$ cat src/cbt_pkg.sv
// shared constants for the can transmit error and bit timing block
package cbt_pkg;
    // ----------------------------------------------------------------
    // register offsets
    // ----------------------------------------------------------------
    localparam logic [3:0] ADDR_MODULE_CONTROL = 4'h0;
    localparam logic [3:0] ADDR_INT_FLAG       = 4'h1;
    localparam logic [3:0] ADDR_TIMING_CONFIG1 = 4'h2;
    localparam logic [3:0] ADDR_TIMING_CONFIG2 = 4'h3;
    localparam logic [3:0] ADDR_TX_CONTROL     = 4'h4;
    localparam logic [3:0] ADDR_TX_STATUS      = 4'h5;
    localparam logic [3:0] ADDR_ERR_COUNT      = 4'h6;
    // ----------------------------------------------------------------
    // field positions
    // ----------------------------------------------------------------
    localparam int ABORT_ALL_BIT   = 12;
    localparam int CLK_SEL_BIT     = 11;
    localparam int ERR_IRQ_BIT     = 5;
    localparam int TX_WARN_BIT     = 10;
    localparam int TX_PASSIVE_BIT  = 12;
    localparam int BUS_OFF_BIT     = 13;
    localparam int TRIPLE_BIT      = 6;
    localparam int PROP_LSB        = 0;
    localparam int PH1_LSB         = 3;
    localparam int PH2_LSB         = 8;
    localparam int PH2_FREE_BIT    = 7;
    localparam int PRESC_LSB       = 0;
    localparam int JUMP_LSB        = 6;
    localparam int REQ_LSB         = 0;
    localparam int ABORTED_LSB     = 4;
    localparam int BUF_IRQ_LSB     = 8;
    // ----------------------------------------------------------------
    // limits and reset values
    // ----------------------------------------------------------------
    localparam int NUM_TX_BUFS      = 3;
    localparam logic [8:0] WARN_LIMIT    = 9'h060;
    localparam logic [8:0] PASSIVE_LIMIT = 9'h07F;
    localparam logic [8:0] BUS_OFF_LIMIT = 9'h0FF;
    localparam logic [15:0] CFG1_RESET   = 16'h0000;
    localparam logic [15:0] CFG2_RESET   = 16'h0000;
    localparam int IDLE_BITS        = 11;
    localparam logic [4:0] MIN_BIT_TQ = 5'h08;
    localparam logic [4:0] MAX_BIT_TQ = 5'h19;
    localparam logic [4:0] PROC_TQ    = 5'h02;
endpackage : cbt_pkg

$ cat src/cbt_core.sv
// can transmit abort, error escalation and bit timing engine
// Functional notes
// - clearing a buffer request bit dequeues that buffer
// - writing abort_all bit 12 aborts every pending buffer that does not complete
// - abort applies only when buffer is not actively transmitting
// - processed abort sets aborted flag, never the buffer irq flag
// - each ack, form or bit error adds one to counter, holding at 511; a counter write in the same cycle wins
// - count above 96 sets error irq and warning flags
// - free unscheduled buffer raises transmit interrupt and its buffer flag
// - count above 127 enters error passive and sets passive flag
// - count above 255 enters bus off and sets bus off flag
// - bit time is whole quanta, clamped to 8 through 25
// - quantum is two times prescaler plus one clocks
// - module clock is instruction clock or four times it, by select
// - propagation segment 1 to 8 quanta from bits 2:0
// - phase one 1 to 8 quanta from bits 5:3, sample at end
// - phase two from bits 10:8, or max of phase one and 2
// - triple sampling takes majority of three half-quantum samples
// - hard sync on falling edge while idle restarts sync segment
// - no resync within a bit time holding a hard sync
// - edges outside sync segment adjust phase one or phase two
// - jump width 1 to 4 quanta bounds each adjustment
`timescale 1ns/1ps
`default_nettype none
module cbt_core (
    input  wire logic        clock_in,
    input  wire logic        reset_in,
    input  wire logic        enable_in,
    input  wire logic [3:0]  addr_in,
    input  wire logic [15:0] wdata_in,
    input  wire logic        write_in,
    input  wire logic        read_in,
    output logic [15:0]      rdata_out,
    input  wire logic        rx_pin_in,
    input  wire logic [2:0]  tx_active_in,
    input  wire logic [2:0]  tx_done_in,
    input  wire logic        tx_err_in,
    input  wire logic        bus_idle_in,
    output logic [2:0]       tx_request_out,
    output logic             tx_irq_out,
    output logic             err_irq_out,
    output logic             sample_tick_out,
    output logic             rx_bit_out,
    output logic             clk_div4_sel_out
);
    // ----------------------------------------------------------------
    // registers
    // ----------------------------------------------------------------
    logic [15:0] ctrl_q;
    logic [15:0] cfg1_q;
    logic [15:0] cfg2_q;
    logic [2:0]  req_q;
    logic [2:0]  aborted_q;
    logic [2:0]  bufirq_q;
    logic        abort_pend_q;
    logic        err_irq_q;
    logic        warn_q;
    logic        passive_q;
    logic        bus_off_q;
    logic [8:0]  err_cnt_q;
    logic [15:0] rdata_q;
    logic        tx_irq_q;
    logic        div4_q;

    wire wr_ctrl  = write_in && addr_in == cbt_pkg::ADDR_MODULE_CONTROL;
    wire wr_flags = write_in && addr_in == cbt_pkg::ADDR_INT_FLAG;
    wire wr_cfg1  = write_in && addr_in == cbt_pkg::ADDR_TIMING_CONFIG1;
    wire wr_cfg2  = write_in && addr_in == cbt_pkg::ADDR_TIMING_CONFIG2;
    wire wr_txc   = write_in && addr_in == cbt_pkg::ADDR_TX_CONTROL;
    wire wr_txs   = write_in && addr_in == cbt_pkg::ADDR_TX_STATUS;
    wire wr_cnt   = write_in && addr_in == cbt_pkg::ADDR_ERR_COUNT;

    // ----------------------------------------------------------------
    // abort handling
    // ----------------------------------------------------------------
    wire abort_all_wr = wr_ctrl && wdata_in[cbt_pkg::ABORT_ALL_BIT];
    wire abort_req    = abort_all_wr || abort_pend_q;
    // buffers on the bus keep going; they are caught after lost arb or error
    // a buffer finishing in the abort cycle counts as sent, not aborted
    wire [2:0] abortable = req_q & ~tx_active_in & ~tx_done_in;
    wire [2:0] abort_now = abort_req ? abortable : 3'h0;
    wire [2:0] sw_clear  = wr_txc ? (req_q & ~wdata_in[2:0]) : 3'h0;
    wire [2:0] sw_set    = wr_txc ? wdata_in[2:0] : 3'h0;
    wire [2:0] req_d     = (req_q & ~sw_clear & ~abort_now & ~tx_done_in)
                           | sw_set;
    // abort stays pending while any requested buffer is still on the bus
    wire abort_pend_d = abort_req && |(req_q & tx_active_in);

    // ----------------------------------------------------------------
    // error counter
    // ----------------------------------------------------------------
    function automatic logic [8:0] sat_inc(input logic [8:0] v);
        sat_inc = (v == 9'h1FF) ? v : v + 9'h001;
    endfunction : sat_inc

    // ninth bit lets the count pass 255 so bus off is reachable
    wire [8:0] cnt_d = wr_cnt ? {1'b0, wdata_in[7:0]}
                     : (tx_err_in ? sat_inc(err_cnt_q) : err_cnt_q);
    wire warn_ev    = cnt_d > cbt_pkg::WARN_LIMIT;
    wire passive_ev = cnt_d > cbt_pkg::PASSIVE_LIMIT;
    wire busoff_ev  = cnt_d > cbt_pkg::BUS_OFF_LIMIT;

    // flags clear by writing one; a set in the same cycle wins
    function automatic logic flag_next(input logic cur, input logic set,
                                       input logic clr);
        flag_next = set || (cur && !clr);
    endfunction : flag_next

    wire [2:0] free_bufs = ~req_d;
    wire [2:0] newly_free = free_bufs & (req_q & ~abort_now);

    always_ff @(posedge clock_in) begin
        if (reset_in) begin
            ctrl_q       <= 16'h0000;
            cfg1_q       <= cbt_pkg::CFG1_RESET;
            cfg2_q       <= cbt_pkg::CFG2_RESET;
            req_q        <= 3'h0;
            abort_pend_q <= 1'b0;
            err_cnt_q    <= 9'h000;
            div4_q       <= 1'b1;
        end else if (enable_in) begin
            if (wr_ctrl)
                ctrl_q <= wdata_in & ~(16'h0001 << cbt_pkg::ABORT_ALL_BIT);
            if (wr_ctrl)
                div4_q <= !wdata_in[cbt_pkg::CLK_SEL_BIT];
            if (wr_cfg1)
                cfg1_q <= wdata_in;
            if (wr_cfg2)
                cfg2_q <= wdata_in;
            req_q        <= req_d;
            abort_pend_q <= abort_pend_d;
            err_cnt_q    <= cnt_d;
        end
    end

    // every flag computed on its own so coincident events all land
    always_ff @(posedge clock_in) begin
        if (reset_in) begin
            aborted_q <= 3'h0;
            bufirq_q  <= 3'h0;
            err_irq_q <= 1'b0;
            warn_q    <= 1'b0;
            passive_q <= 1'b0;
            bus_off_q <= 1'b0;
        end else if (enable_in) begin
            for (int i = 0; i < cbt_pkg::NUM_TX_BUFS; i++) begin
                aborted_q[i] <= flag_next(aborted_q[i], abort_now[i],
                    wr_txs && wdata_in[cbt_pkg::ABORTED_LSB+i]);
                bufirq_q[i]  <= flag_next(bufirq_q[i], newly_free[i],
                    wr_txs && wdata_in[cbt_pkg::BUF_IRQ_LSB+i]);
            end
            err_irq_q <= flag_next(err_irq_q, warn_ev,
                wr_flags && wdata_in[cbt_pkg::ERR_IRQ_BIT]);
            warn_q    <= flag_next(warn_q, warn_ev,
                wr_flags && wdata_in[cbt_pkg::TX_WARN_BIT]);
            passive_q <= flag_next(passive_q, passive_ev,
                wr_flags && wdata_in[cbt_pkg::TX_PASSIVE_BIT]);
            bus_off_q <= flag_next(bus_off_q, busoff_ev,
                wr_flags && wdata_in[cbt_pkg::BUS_OFF_BIT]);
        end
    end

    // ----------------------------------------------------------------
    // read port
    // ----------------------------------------------------------------
    wire [15:0] flag_word = (16'(err_irq_q) << cbt_pkg::ERR_IRQ_BIT)
                          | (16'(warn_q) << cbt_pkg::TX_WARN_BIT)
                          | (16'(passive_q) << cbt_pkg::TX_PASSIVE_BIT)
                          | (16'(bus_off_q) << cbt_pkg::BUS_OFF_BIT);
    wire [15:0] txs_word  = (16'(aborted_q) << cbt_pkg::ABORTED_LSB)
                          | (16'(bufirq_q) << cbt_pkg::BUF_IRQ_LSB);
    wire [15:0] rd_mux =
        addr_in == cbt_pkg::ADDR_MODULE_CONTROL ? ctrl_q :
        addr_in == cbt_pkg::ADDR_INT_FLAG       ? flag_word :
        addr_in == cbt_pkg::ADDR_TIMING_CONFIG1 ? cfg1_q :
        addr_in == cbt_pkg::ADDR_TIMING_CONFIG2 ? cfg2_q :
        addr_in == cbt_pkg::ADDR_TX_CONTROL     ? {13'h0000, req_q} :
        addr_in == cbt_pkg::ADDR_TX_STATUS      ? txs_word :
        addr_in == cbt_pkg::ADDR_ERR_COUNT      ? {7'h00, err_cnt_q} : 16'h0000;

    always_ff @(posedge clock_in) begin
        if (reset_in) begin
            rdata_q  <= 16'h0000;
            tx_irq_q <= 1'b0;
        end else if (enable_in) begin
            rdata_q  <= read_in ? rd_mux : 16'h0000;
            tx_irq_q <= |bufirq_q;
        end
    end

    // ----------------------------------------------------------------
    // segment lengths
    // ----------------------------------------------------------------
    wire [4:0] prop_len = {2'h0, cfg2_q[cbt_pkg::PROP_LSB +: 3]} + 5'h01;
    wire [4:0] ph1_len  = {2'h0, cfg2_q[cbt_pkg::PH1_LSB +: 3]} + 5'h01;
    wire [4:0] ph2_prog = {2'h0, cfg2_q[cbt_pkg::PH2_LSB +: 3]} + 5'h01;
    wire [4:0] ph2_auto = (ph1_len > cbt_pkg::PROC_TQ) ? ph1_len : cbt_pkg::PROC_TQ;
    wire [4:0] ph2_len  = cfg2_q[cbt_pkg::PH2_FREE_BIT] ? ph2_prog : ph2_auto;
    wire [4:0] jump_width      = {3'h0, cfg1_q[cbt_pkg::JUMP_LSB +: 2]} + 5'h01;
    wire [5:0] presc    = cfg1_q[cbt_pkg::PRESC_LSB +: 6];
    wire [4:0] raw_bit  = 5'h01 + prop_len + ph1_len + ph2_len;
    // short settings are stretched in phase two; long ones trim phase two
    wire [4:0] bit_len  = raw_bit < cbt_pkg::MIN_BIT_TQ ? cbt_pkg::MIN_BIT_TQ :
                          raw_bit > cbt_pkg::MAX_BIT_TQ ? cbt_pkg::MAX_BIT_TQ :
                          raw_bit;
    wire [4:0] seg1_end = 5'h01 + prop_len + ph1_len;

    // ----------------------------------------------------------------
    // rx pin synchroniser and edge
    // ----------------------------------------------------------------
    logic [2:0] rx_sync_q;
    logic       rx_stable_q;
    always_ff @(posedge clock_in) begin
        if (reset_in) begin
            rx_sync_q   <= 3'h7;
            rx_stable_q <= 1'b1;
        end else if (enable_in) begin
            rx_sync_q <= {rx_sync_q[1:0], rx_pin_in};
            if (rx_sync_q[2] == rx_sync_q[1])
                rx_stable_q <= rx_sync_q[1];
        end
    end
    wire fall_edge = rx_stable_q && rx_sync_q[2] == rx_sync_q[1] && !rx_sync_q[1];
    wire any_edge  = rx_sync_q[2] == rx_sync_q[1] && rx_sync_q[1] != rx_stable_q;

    // ----------------------------------------------------------------
    // bit timing engine
    // ----------------------------------------------------------------
    logic [4:0] tq_q;
    logic [4:0] ext_q;
    logic [4:0] cut_q;
    logic       hard_q;
    logic [1:0] samp_q;
    logic       rx_bit_q;
    logic       samp_tick_q;
    logic       half_tick;
    logic       tq_tick;

    wire hard_sync = bus_idle_in && fall_edge && !hard_q;
    wire in_sync   = tq_q == 5'h00;
    wire [4:0] sample_at = seg1_end + ext_q;
    wire [4:0] end_at    = bit_len + ext_q - cut_q;
    wire late_edge  = any_edge && !in_sync && tq_q < sample_at;
    wire early_edge = any_edge && !in_sync && tq_q >= sample_at;
    wire resync_ok  = !hard_q && !hard_sync && !bus_idle_in;
    wire [4:0] late_amt  = (tq_q < jump_width) ? tq_q : jump_width;
    wire [4:0] early_rem = end_at - tq_q;
    wire [4:0] early_amt = (early_rem < jump_width) ? early_rem : jump_width;

    cbt_prescaler u_presc (
        .clock_in      (clock_in),
        .reset_in      (reset_in),
        .enable_in     (enable_in),
        .restart_in    (hard_sync),
        .presc_in      (presc),
        .half_tick_out (half_tick),
        .tq_tick_out   (tq_tick)
    );

    wire bit_end  = tq_tick && (tq_q + 5'h01 >= end_at);
    // three samples spaced half a quantum, the last at the sample point
    wire near_smp = half_tick && (tq_q + 5'h02 >= sample_at) && (tq_q < sample_at);
    wire at_smp   = tq_tick && (tq_q + 5'h01 == sample_at);
    wire majority = (samp_q[0] & samp_q[1]) | (samp_q[1] & rx_stable_q)
                  | (samp_q[0] & rx_stable_q);

    always_ff @(posedge clock_in) begin
        if (reset_in) begin
            tq_q        <= 5'h00;
            ext_q       <= 5'h00;
            cut_q       <= 5'h00;
            hard_q      <= 1'b0;
            samp_q      <= 2'h3;
            rx_bit_q    <= 1'b1;
            samp_tick_q <= 1'b0;
        end else if (enable_in) begin
            samp_tick_q <= at_smp;
            if (hard_sync) begin
                tq_q   <= 5'h00;
                ext_q  <= 5'h00;
                cut_q  <= 5'h00;
                hard_q <= 1'b1;
            end else begin
                if (late_edge && resync_ok)
                    ext_q <= late_amt;
                if (early_edge && resync_ok)
                    cut_q <= early_amt;
                if (bit_end) begin
                    tq_q   <= 5'h00;
                    ext_q  <= 5'h00;
                    cut_q  <= 5'h00;
                    hard_q <= 1'b0;
                end else if (tq_tick) begin
                    tq_q <= tq_q + 5'h01;
                end
            end
            if (near_smp)
                samp_q <= {samp_q[0], rx_stable_q};
            if (at_smp)
                rx_bit_q <= cfg2_q[cbt_pkg::TRIPLE_BIT] ? majority
                                                        : rx_stable_q;
        end
    end

    assign rdata_out        = rdata_q;
    assign tx_request_out   = req_q;
    assign tx_irq_out       = tx_irq_q;
    assign err_irq_out      = err_irq_q;
    assign sample_tick_out  = samp_tick_q;
    assign rx_bit_out       = rx_bit_q;
    assign clk_div4_sel_out = div4_q;
endmodule : cbt_core
`default_nettype wire

$ cat src/cbt_prescaler.sv
// time quantum prescaler: half-quantum ticks from the module clock
`timescale 1ns/1ps
`default_nettype none
module cbt_prescaler (
    input  wire logic       clock_in,
    input  wire logic       reset_in,
    input  wire logic       enable_in,
    input  wire logic       restart_in,
    input  wire logic [5:0] presc_in,
    output logic            half_tick_out,
    output logic            tq_tick_out
);
    logic [5:0] cnt_q;
    logic       phase_q;
    // a divisor lowered mid-count must not let the count run past it
    wire        wrap = (cnt_q >= presc_in);

    // two half quanta of (presc+1) clocks each: tq = 2*(presc+1) clocks
    always_ff @(posedge clock_in) begin
        if (reset_in) begin
            cnt_q   <= 6'h00;
            phase_q <= 1'b0;
        end else if (enable_in) begin
            if (restart_in) begin
                cnt_q   <= 6'h00;
                phase_q <= 1'b0;
            end else begin
                cnt_q <= wrap ? 6'h00 : cnt_q + 6'h01;
                if (wrap)
                    phase_q <= ~phase_q;
            end
        end
    end

    assign half_tick_out = enable_in && wrap && !restart_in;
    assign tq_tick_out   = half_tick_out && phase_q;
endmodule : cbt_prescaler
`default_nettype wire

$ cat config.mk
export PLATFORM = sky130hd
export DESIGN_NAME = cbt_core
export DESIGN_NICKNAME = d
export VERILOG_FILES = /design/src/cbt_pkg.sv /design/src/cbt_core.sv /design/src/cbt_prescaler.sv
export SDC_FILE = /design/constraint.sdc
export NUM_CORES = 1
export LEC_CHECK = 0
export BUFFER_PORTS_ARGS = -buffer_cell sky130_fd_sc_hd__buf_2
export CAP_MARGIN = 10
export CORE_ASPECT_RATIO = 1.2
export CORE_MARGIN = 2
export CORE_UTILIZATION = 48
export CTS_CLUSTER_DIAMETER = 30
export DETAILED_ROUTE_END_ITERATION = 7
export PLACE_DENSITY = 0.63
export SLEW_MARGIN = 40
export SYNTH_ARGS = -nofsm -noshare
export SYNTH_HDL_FRONTEND = slang
export SYNTH_SLANG_ARGS = --single-unit
$ cat constraint.sdc
create_clock -name clock_in -period 6.6 [get_ports clock_in]
set_input_delay 0.99 -clock clock_in [delete_from_list [all_inputs] [get_ports clock_in]]
set_output_delay 0.99 -clock clock_in [all_outputs]
set_load 0.01 [all_outputs]
==> results of run 1 <==
[layout make-up]
class / instances / area (um2)
Timing Repair Buffer: 64 / 352.8
Clock buffer: 18 / 429.2
Fill cell: 1460 / 6505
Multi-Input combinational cell: 697 / 4542
Clock inverter: 13 / 157.7
Inverter: 56 / 210.2
Tap cell: 204 / 255.2
Sequential cell: 119 / 2385
[power groups by stage]
stage,combinational [mW],clock [mW],sequential (mW)
2_1_floorplan,0.119,0,0.755
3_3_place_gp,0.178,0,0.759
3_5_place_dp,0.181,0,0.759
4_1_cts,0.182,0.941,0.743
5_1_grt,0.201,0.975,0.745
6_report,0.184,0.930,0.744
[worst paths after layout]
path,to,slack (ns),start
max,ext_q[0],0.47,cfg2_q[4]
min reg2reg,cfg1_q[13],0.45,cfg1_q[13]
min,cfg1_q[13],0.45,cfg1_q[13]
max reg2reg,ext_q[0],0.47,cfg2_q[4]
[metrics by stage]
| step | area [um2] | power [mW] | worst slack (ns) |
|---|---|---|---|
| floorplan | 7219 | 0.8744 | 0.4831 |
| global placement | 7631 | 0.9368 | 0.1463 |
| detailed placement | 7664 | 0.9396 | 0.02242 |
| CTS | 8260 | 1.866 | 0.05238 |
| global route | 8332 | 1.922 | 0.05429 |
| finish | 8332 | 1.858 | 0.4716 |
[flip-flops by register name (all words and copies together), names as in the netlist, 2 cells and up]
signal          flops
rdata_out          16
ext_q               5
u_presc.cnt_q       6
bufirq_q            3
cfg1_q             16
err_cnt_q           9
samp_q              2
cut_q               5
ctrl_q             15
tq_q                5
aborted_q           3
tx_request_out      3
rx_sync_q           3
cfg2_q             16
[synth_stat cells (all sizes together) (2+ instances only)]
| cell type | number |
|---|---|
| a21oi | 103 |
| clkbuf | 33 |
| ha | 56 |
| xor2 | 13 |
| a221o | 3 |
| a211oi | 10 |
| and3 | 8 |
| o31ai | 10 |
| o21bai | 3 |
| nor3b | 2 |
| or2 | 2 |
| or4 | 2 |
| nor2 | 78 |
| nor4b | 2 |
| nand3b | 3 |
| o211ai | 12 |
| buf | 10 |
| or3 | 5 |
| o21ai | 25 |
| nor2b | 14 |
| a41o | 2 |
| o31a | 4 |
| nand2b | 17 |
| nand2 | 151 |
| inv | 54 |
| a22oi | 26 |
| dfxtp | 119 |
| mux2 | 2 |
| and2 | 8 |
| a2111oi | 2 |
| clkinv | 2 |
| mux2i | 14 |
| o22ai | 7 |
| nand4 | 8 |
| a31oi | 9 |
| nor3 | 14 |
| a21boi | 2 |
| fa | 8 |
| o2bb2ai | 3 |
| a21o | 11 |
| o21a | 8 |
| xnor2 | 20 |
| nand3 | 19 |
[worst max-delay path, delay by kind of cell (launching register included)]
family / cells / cell delay (ns)
and+or+nand+nor: 4 / 0.80
adders and majority gates: 8 / 2.56
buffers and inverters: 5 / 0.33
xor gates and xnor gates: 5 / 0.92
AOI/OAI and AO/OA: 7 / 1.11
DFF: 1 / 0.33
[repair_timing]
item / CTS / global route
gates resized for setup: 2 / 12
pin swaps: 0 / 4
endpoints found under the setup margin: 6 / 16
cloned: 0 / 0
buffers inserted: 0 / 2
hold endpoints to repair: 0 / 0
[layer usage]
metal	up-vias	global-route usage	share of wire
li1	3284	-	-
met1	3125	0.3100	0.41
met2	181	0.4635	0.51
met3	46	0.05568	0.041
met4	0	0.1165	0.038
met5	-	0	0
[logic make-up after synthesis]
kind of cell | count (synthesis) | synth area share
AND/OR/NAND/NOR | 336 | 0.2132
XOR/XNOR | 34 | 0.04419
buffers and inverters | 99 | 0.05217
multiplexers | 16 | 0.02253
flip-flops | 119 | 0.3300
adder cells (fa/ha/maj) | 64 | 0.1192
AO/OA/AOI/OAI | 247 | 0.2187
==> flow_metrics.env, run 1 <==
export IMPL_status="complete, no violations"
export IMPL_drive_gt1_frac=0.1251
export IMPL_avgRoutedWirePerCell_um=17.98
export IMPL_firstDrtPassIters=5
export IMPL_crit_path_top_delay_cell="fa_1"
export IMPL_cts_buffer_depth=2
export IMPL_utilization=0.5616
export IMPL_synth_seq_cells=119
export IMPL_period_needed_ns=6.128
export IMPL_cts_buffers=17
export IMPL_rsz0062_at_grt="no"
export IMPL_required_ns=6.96
export IMPL_leakage_nw=3.292
export IMPL_synth_distinct_cells=65
export IMPL_nNetsFinal=1053
export IMPL_setup_viol=0
export IMPL_synth_ff_type="dfxtp_1"
export IMPL_dieWidth_um=116.0
export IMPL_synthTopCellsByArea="dfxtp_1 33%, ha_1 9.7%, nand2_1 7.9%, a21oi_1 7.1%, nor2_1 4.0%"
export IMPL_drc_errors=0
export IMPL_antenna_found_initial=0
export IMPL_p_int_mw=1.386
export IMPL_area_growth_pct=15.41
export IMPL_vias=6636
export IMPL_swShare=0.2541
export IMPL_cp_max_fo=4
export IMPL_clock_sinks=119
export IMPL_synth_top_area_frac=0.3300
export IMPL_synth_seq_area_share=0.3300
export IMPL_syn_nets=1013
export IMPL_max_stage_delay_ns=0.48
export IMPL_async_flop_share=0
export IMPL_cp_arrival_ns=6.49
export IMPL_path_class="reg2reg"
export IMPL_synth_warnings=0
export IMPL_grt_total_usage=0.2659
export IMPL_rows=49
export IMPL_tightest_slew_ns=0.8416
export IMPL_dp_hpwl_mm=15.29
export IMPL_synth_top_area_cell="dfxtp_1"
export IMPL_p_comb_frac=0.099
export IMPL_cap_violations=0
export IMPL_peakVddDrop_mv=0.2057
export IMPL_final_antenna_net_count=0
export IMPL_io_buffers=57
export IMPL_cts_tree="built"
export IMPL_hold_viol=0
export IMPL_drt_total_wl_mm=21.06
export IMPL_clock_skew_ns=0.007308
export IMPL_via_per_inst=5.667
export IMPL_final_common_cell="nand2_1"
export IMPL_clkTransAtPathRegs_ns=0.06
export IMPL_seqPwrFrac=0.400
export IMPL_hold_path_class="reg2reg"
export IMPL_gp_congestion=0.8642
export IMPL_cp_end_kind="flop"
export IMPL_diodes=0
export IMPL_coreArea_um2=14840
export IMPL_htreeDepth=4
export IMPL_cts_hold_buffers_added=0
export IMPL_synth_edf_count=0
export IMPL_grt_first_pass_wirelength_mm=32.88
export IMPL_cts_root_buf="clkbuf_16"
export IMPL_power_density_nw_per_um2=223.0
export IMPL_cp_start_kind="flop"
export IMPL_p_sw_uw=472.0
export IMPL_whs_path_depth=2
export IMPL_fin_setup_tns_ns=0
export IMPL_place_inst=1138
export IMPL_grt_max_degree=56
export IMPL_die_area_um2=16040
export IMPL_finalCritPeriodShare=0.9285
export IMPL_drtIter0Drc=483
export IMPL_timing_hold_ws_ns=0.4524
export IMPL_overflow=0
export IMPL_final_cell_mix="151 x nand2_1, 117 x dfxtp_1, 101 x a21oi_1"
export IMPL_grt_pass1_vias=6225
export IMPL_rr_worst_depth=29
export IMPL_die_h_um=138.3
export IMPL_slew_headroom=0.4373
export IMPL_ioPinCount=58
export IMPL_fin_cells=1171
export IMPL_netlist_instances=915
export IMPL_synth_area_um2=7219
export IMPL_clkPwrFrac=0.500
export IMPL_fmax_mhz=163.2
export IMPL_syn_avg_cell_area_um2=7.890
export IMPL_initial_core_util=0.4866
export IMPL_drv_slew=0
export IMPL_insertion_delay_ns=0.42
Note: power is estimated with default switching activity, not from simulation.
==> inputs of run 2 (changes only) <==
--- a/config.mk
+++ b/config.mk
@@ -5,10 +5,11 @@
 export SDC_FILE = /design/constraint.sdc
 export NUM_CORES = 1
 export LEC_CHECK = 0
+export ABC_AREA = 1
 export BUFFER_PORTS_ARGS = -buffer_cell sky130_fd_sc_hd__buf_2
 export CAP_MARGIN = 10
 export CORE_ASPECT_RATIO = 1.2
-export CORE_MARGIN = 2
+export CORE_MARGIN = 5
 export CORE_UTILIZATION = 48
 export CTS_CLUSTER_DIAMETER = 30
 export DETAILED_ROUTE_END_ITERATION = 7
==> run 2 against run 1 <==
Count of clock-buffer cells in the layout down 1. Utilization fell by 0.53 points. Die area grew 12%. First-iteration DRC count down 19%. Final cell count rose by 11%. Clock power shrank 2.2%. Synthesized cell count rose by 13%. Area after synthesis increased by 1.9%. Register-to-register slack better by 0.08 ns. Critical endpoint is now cut_q[2]. Largest power group unchanged.
==> flow_metrics.env, run 2 <==
export IMPL_drtIter0Drc=389
export IMPL_grt_total_usage=0.2340
export IMPL_grt_first_pass_wirelength_mm=33.15
export IMPL_synth_top_area_cell="dfxtp_1"
export IMPL_final_cell_mix="187 x nand2_1, 140 x inv_1, 119 x a21oi_1, 119 x dfxtp_1, 88 x o21ai_0"
export IMPL_cp_end_kind="flop"
export IMPL_drv_slew=0
export IMPL_setup_viol=0
export IMPL_crit_path_top_delay_cell="fa_1"
export IMPL_fin_setup_tns_ns=0
export IMPL_cts_root_buf="clkbuf_16"
export IMPL_dp_hpwl_mm=15.23
export IMPL_async_flop_share=0
export IMPL_r2r_start="cfg2_q[4]"
export IMPL_overflow=0
export IMPL_path_common_cell="nand2_1"
export IMPL_cap_violations=0
export IMPL_drive_gt1_frac=0.1233
export IMPL_slew_headroom=0.5956
export IMPL_peakVddDrop_mv=0.1769
export IMPL_power_density_nw_per_um2=230.7
export IMPL_rsz0062_at_grt="no"
export IMPL_hold_viol=0
export IMPL_cp_endpoint="cut_q[2]"
export IMPL_grt_pass1_vias=6489
export IMPL_p_sw_uw=595.3
export IMPL_rr_worst_depth=34
export IMPL_grt_busiest_layer="met2"
export IMPL_cts_tree="built"
export IMPL_htreeDepth=4
export IMPL_nNetsFinal=1180
export IMPL_clkTransAtPathRegs_ns=0.06
export IMPL_path_class="reg2reg"
export IMPL_synthTopCellsByArea="dfxtp_1 32%, nand2_1 9.6%, ha_1 9.5%, a21oi_1 8.1%, inv_1 7.1%"
export IMPL_io_buffers=57
export IMPL_synth_warnings=0
export IMPL_cts_hold_buffers_added=0
export IMPL_ioPinCount=58
export IMPL_syn_avg_cell_area_um2=7.100
export IMPL_synth_area_um2=7356
export IMPL_netlist_top_cells_count="189 x nand2_1, 140 x inv_1, 119 x a21oi_1, 119 x dfxtp_1, 88 x o21ai_0"
export IMPL_clkPwrFrac=0.472
export IMPL_finalPower_mw=1.928
export IMPL_coreArea_um2=15020
export IMPL_clock_sinks=119
export IMPL_clock_skew_ns=0.007517
export IMPL_period_needed_ns=6.044
export IMPL_cp_arrival_ns=6.32
export IMPL_ff2ff_setup_slack_ns=0.56
export IMPL_cts_buffers=17
export IMPL_timing_hold_ws_ns=0.4526
export IMPL_max_stage_delay_ns=0.49
export IMPL_p_comb_frac=0.137
export IMPL_tightest_slew_ns=0.6052
export IMPL_firstDrtPassIters=5
export IMPL_fillCellCount=1508
export IMPL_leakage_nw=3.666
export IMPL_diodes=0
export IMPL_worstSetupStartpoint="cfg2_q[4]"
export IMPL_grt_util_met2=0.4005
export IMPL_syn_nets=1134
export IMPL_drt_total_wl_mm=20.35
export IMPL_cts_resized_gates=0
export IMPL_cp_start_kind="flop"
export IMPL_synth_ff_type="dfxtp_1"
export IMPL_netlist_instances=1036
export IMPL_grt_max_degree=61
export IMPL_vias=6893
export IMPL_yosysMostFrequentCell="nand2_1"
export IMPL_area_growth_pct=13.59
export IMPL_finalCritPeriodShare=0.9157
export IMPL_die_h_um=145.6
export IMPL_use_met1=0.2844
export IMPL_antenna_found_initial=0
export IMPL_hold_path_class="reg2reg"
export IMPL_gr_usage_met3=0.03927
export IMPL_synth_top_area_frac=0.3239
export IMPL_seqPwrFrac=0.390
export IMPL_status="complete, no violations"
export IMPL_p_int_mw=1.332
export IMPL_rows=49
export IMPL_final_antenna_net_count=0
export IMPL_fmax_mhz=165.5
export IMPL_synth_edf_count=0
export IMPL_insertion_delay_ns=0.43
export IMPL_cts_buffer_depth=2
export IMPL_initial_core_util=0.4897
export IMPL_post_cts_setup_buffer_count=0
export IMPL_avgRoutedWirePerCell_um=15.66
export IMPL_final_common_cell="nand2_1"
export IMPL_timing_rr_end="cut_q[2]"
export IMPL_synth_seq_area_share=0.3239
export IMPL_die_area_um2=17910
export IMPL_swShare=0.3088
export IMPL_via_per_inst=5.306
export IMPL_required_ns=6.88
export IMPL_synth_distinct_cells=50
export IMPL_drc_errors=0
export IMPL_gp_congestion=0.8979
export IMPL_dieWidth_um=123.0
export IMPL_cp_max_fo=9
export IMPL_synth_seq_cells=119
-- run 2: cell types whose count changed after synthesis, sizes merged, moves of 14 or more --
cell and change:
nand2b -17, nor2 -17, a21oi +19, nor2b -14, mux2i -14, o21ai +70, nand2 +46, nand3 +58
inv +99, a22oi -26
-- run 2: cell type report --
class / count / area, um2 / area share
Multi-Input combinational cell: 724 / 4229 / 0.5061
Sequential cell: 119 / 2382 / 0.2851
Inverter: 159 / 596.8 / 0.07143
Clock buffer: 17 / 425.4 / 0.05091
Timing Repair Buffer: 61 / 315.3 / 0.03774
Tap cell: 204 / 255.2 / 0.03055
Clock inverter: 15 / 151.4 / 0.01812
-- run 2: kinds of logic (layout without fill, tap and decap cells) --
| logic type | Yosys count | after routing | synth area share |
|---|---|---|---|
| and+or+nand+nor | 367 | 367 | 0.2220 |
| buffers and inverters | 193 | 252 | 0.1019 |
| adders and majority gates | 64 | 64 | 0.1170 |
| DFF | 119 | 119 | 0.3239 |
| AOI/OAI and AO/OA | 266 | 266 | 0.2021 |
| xor gates and xnor gates | 27 | 27 | 0.03317 |
-- run 2: stage by stage --
step / setup WS, ns / area, um2 / std cells / util
global route: 0.03242 / 8356 / 1299 / 0.5563
detailed placement: 0.5821 / 7776 / 1267 / 0.5177
floorplan: 1.027 / 7356 / 1036 / -
CTS: 0.5528 / 8353 / 1299 / 0.5561
finish: 0.5563 / 8356 / 1299 / 0.5563
global placement: 0.7102 / 7774 / 1267 / 0.5175
-- run 2: power groups by stage --
stage                     sequential, mW  combinational, mW  clock, mW
after floorplan                    0.765              0.189          0
after global placement             0.768              0.261          0
after detailed placement           0.768              0.264          0
after CTS                          0.752              0.265      0.927
after global routing               0.755              0.302      0.957
final                              0.753              0.265      0.910
-- run 2: per-layer routing --
metal	vias to the layer above	share of wire
met5	-	0
met4	0	0.035
met3	42	0.038
met2	165	0.50
met1	3123	0.43
li1	3563	-
-- run 2: worst min-delay path by stage --
stage / startpoint / to / slack [ns] / cells after the start
4_1_cts: clk_div4_sel_out / clk_div4_sel_out / 0.45 / 1
3_3_place_gp: clk_div4_sel_out / clk_div4_sel_out / 0.43 / 1
5_1_grt: clk_div4_sel_out / clk_div4_sel_out / 0.47 / 1
3_5_place_dp: clk_div4_sel_out / clk_div4_sel_out / 0.43 / 1
2_1_floorplan: cfg1_q[10] / cfg1_q[10] / 0.42 / 2
6_report: ctrl_q[3] / ctrl_q[3] / 0.45 / 2
-- run 2: worst max-delay path: cells and delay by family, from the launching register on --
| family | cells | cell delay (ns) |
|---|---|---|
| AO/OA/AOI/OAI | 2 | 0.20 |
| XOR/XNOR | 1 | 0.20 |
| adder cells (fa/ha/maj) | 8 | 2.68 |
| buffers and inverters | 7 | 0.43 |
| flip-flops | 1 | 0.36 |
| AND/OR/NAND/NOR | 16 | 2.04 |
==> inputs of run 3 (changes only) <==
--- a/config.mk
+++ b/config.mk
@@ -11,7 +11,9 @@
 export CORE_ASPECT_RATIO = 1.2
 export CORE_MARGIN = 5
 export CORE_UTILIZATION = 48
+export CTS_BUF_LIST = sky130_fd_sc_hd__clkbuf_2
 export CTS_CLUSTER_DIAMETER = 30
+export CTS_CLUSTER_SIZE = 12
 export DETAILED_ROUTE_END_ITERATION = 7
 export PLACE_DENSITY = 0.63
 export SLEW_MARGIN = 40
==> run 3 against run 2 <==
Flip-flop and latch count did not move. Die area did not move. Global-route usage fell by 0.23 points. Critical path depth fell by 2. Non-clock buffer count did not move. Power fell by 22%. Sequential share of layout area rose by 1.2 points. Sequential power barely moved. Combinational power barely moved. Fmax rose by 0.34%. Clock skew rose by 0.027 ns. Critical path type unchanged. Largest cell class unchanged. Highest routed layer unchanged.
==> flow_metrics.env, run 3 (same netlist as run 2, synthesis figures left out) <==
export IMPL_status="complete, no violations"
export IMPL_setup_slack_ns=0.5770
export IMPL_clock_skew_ns=0.03481
export IMPL_rows=49
export IMPL_final_antenna_net_count=0
export IMPL_drt_total_wl_mm=20.19
export IMPL_slew_headroom=0.5871
export IMPL_cts_buffers=17
export IMPL_cp_max_fo=4
export IMPL_finalCritPeriodShare=0.9126
export IMPL_dp_hpwl_mm=15.23
export IMPL_vias=6860
export IMPL_power_density_nw_per_um2=186.7
export IMPL_fmax_mhz=166.0
export IMPL_cts_resized_gates=0
export IMPL_via_per_inst=5.277
export IMPL_die_area_um2=17910
export IMPL_grt_pass1_vias=6491
export IMPL_setup_viol=0
export IMPL_cts_tree="built"
export IMPL_io_buffers=57
export IMPL_grt_max_degree=61
export IMPL_grt_total_usage=0.2317
export IMPL_coreArea_um2=15020
export IMPL_crit_path_top_delay_cell="fa_1"
export IMPL_highest_signal_layer="met4"
export IMPL_clkTransAtPathRegs_ns=0.21
export IMPL_cp_end_kind="flop"
export IMPL_avgRoutedWirePerCell_um=15.53
export IMPL_period_needed_ns=6.023
export IMPL_nNetsFinal=1180
export IMPL_grt_first_pass_wirelength_mm=32.86
export IMPL_drive_gt1_frac=0.1233
export IMPL_die_h_um=145.6
export IMPL_leakage_nw=3.528
export IMPL_fin_setup_tns_ns=0
export IMPL_cts_root_buf="clkbuf_2"
export IMPL_clock_sinks=119
export IMPL_cp_start_kind="flop"
export IMPL_cp_arrival_ns=6.59
export IMPL_antenna_found_initial=1
export IMPL_post_cts_setup_buffer_count=0
export IMPL_cap_violations=0
export IMPL_overflow=0
export IMPL_dr_wl_met2_mm=10.04
export IMPL_dr_wl_met3_um=718
export IMPL_utilization=0.5343
export IMPL_htreeDepth=4
export IMPL_tightest_slew_ns=0.6193
export IMPL_final_common_cell="nand2_1"
export IMPL_critical_path_top_delay_family="adder cells"
export IMPL_cts_buffer_depth=2
export IMPL_max_stage_delay_ns=0.56
export IMPL_final_cell_mix="187 x nand2_1, 140 x inv_1, 119 x a21oi_1, 119 x dfxtp_1, 88 x o21ai_0"
export IMPL_hold_path_class="reg2reg"
export IMPL_crit_buf_inv=7
export IMPL_initial_core_util=0.4897
export IMPL_path_class="reg2reg"
export IMPL_ioPinCount=58
export IMPL_drtIter0Drc=376
export IMPL_cts_hold_buffers_added=0
export IMPL_drc_errors=0
export IMPL_gp_congestion=0.8979
export IMPL_wirelength_met1_mm=8.648
export IMPL_insertion_delay_ns=0.71
export IMPL_rsz0062_at_grt="no"
export IMPL_peakVddDrop_mv=0.1320
export IMPL_dieWidth_um=123.0
export IMPL_hold_viol=0
export IMPL_required_ns=7.17
export IMPL_drv_slew=0
export IMPL_firstDrtPassIters=5
export IMPL_place_ws_ns=0.5821
export IMPL_area_growth_pct=9.100
-- run 3: cell types whose count changed in the layout (fill, tap and decap cells not counted), sizes merged --
cell,change
diode,+1
-- run 3: worst min-delay path, stage by stage (launching register included) --
cell and delay, ns:
dfxtp_1 0.35, inv_1 0.05, a21oi_1 0.05
-- run 3: report_power, final --
group	switching, mW	internal (mW)
logic	0.173	0.0922
clock network	0.354	0.125
registers	0.0171	0.738
-- run 3: path summary, 6_finish.rpt --
check	depth (start not counted)	slack, ns	endpoint	start
max	32	0.58	cut_q[0]	cfg2_q[4]
min	2	0.47	ctrl_q[3]	ctrl_q[3]
max reg2reg	32	0.58	cut_q[0]	cfg2_q[4]
min reg2reg	2	0.47	ctrl_q[3]	ctrl_q[3]
-- run 3: layout make-up --
type | instances | area, um2
fillers | 1550 | 6995
repair buffers | 61 | 315.3
clock inverters | 15 | 151.4
inverters | 159 | 596.8
well taps | 204 | 255.2
flip-flops and latches | 119 | 2382
diodes | 1 | 2.502
clock buffers | 17 | 85.08
multi-input cells | 724 | 4237
-- run 3: metrics by stage --
step                power (mW)  std cells  instance area, um2  hold WS (ns)
finish                   1.499       1300                8025        0.4669
global route             1.583       1300                8025        0.4719
CTS                      1.513       1299                8013        0.4580
detailed placement       1.032       1267                7776        0.4348
global placement         1.030       1267                7774        0.4326
floorplan               0.9544       1036                7356        0.4245
-- run 3: routing by layer --
metal / GRT usage / up-vias
met1: 0.2807 / 3109
met5: 0 / -
met3: 0.04121 / 44
met2: 0.3967 / 143
met4: 0.1019 / 0
li1: - / 3564
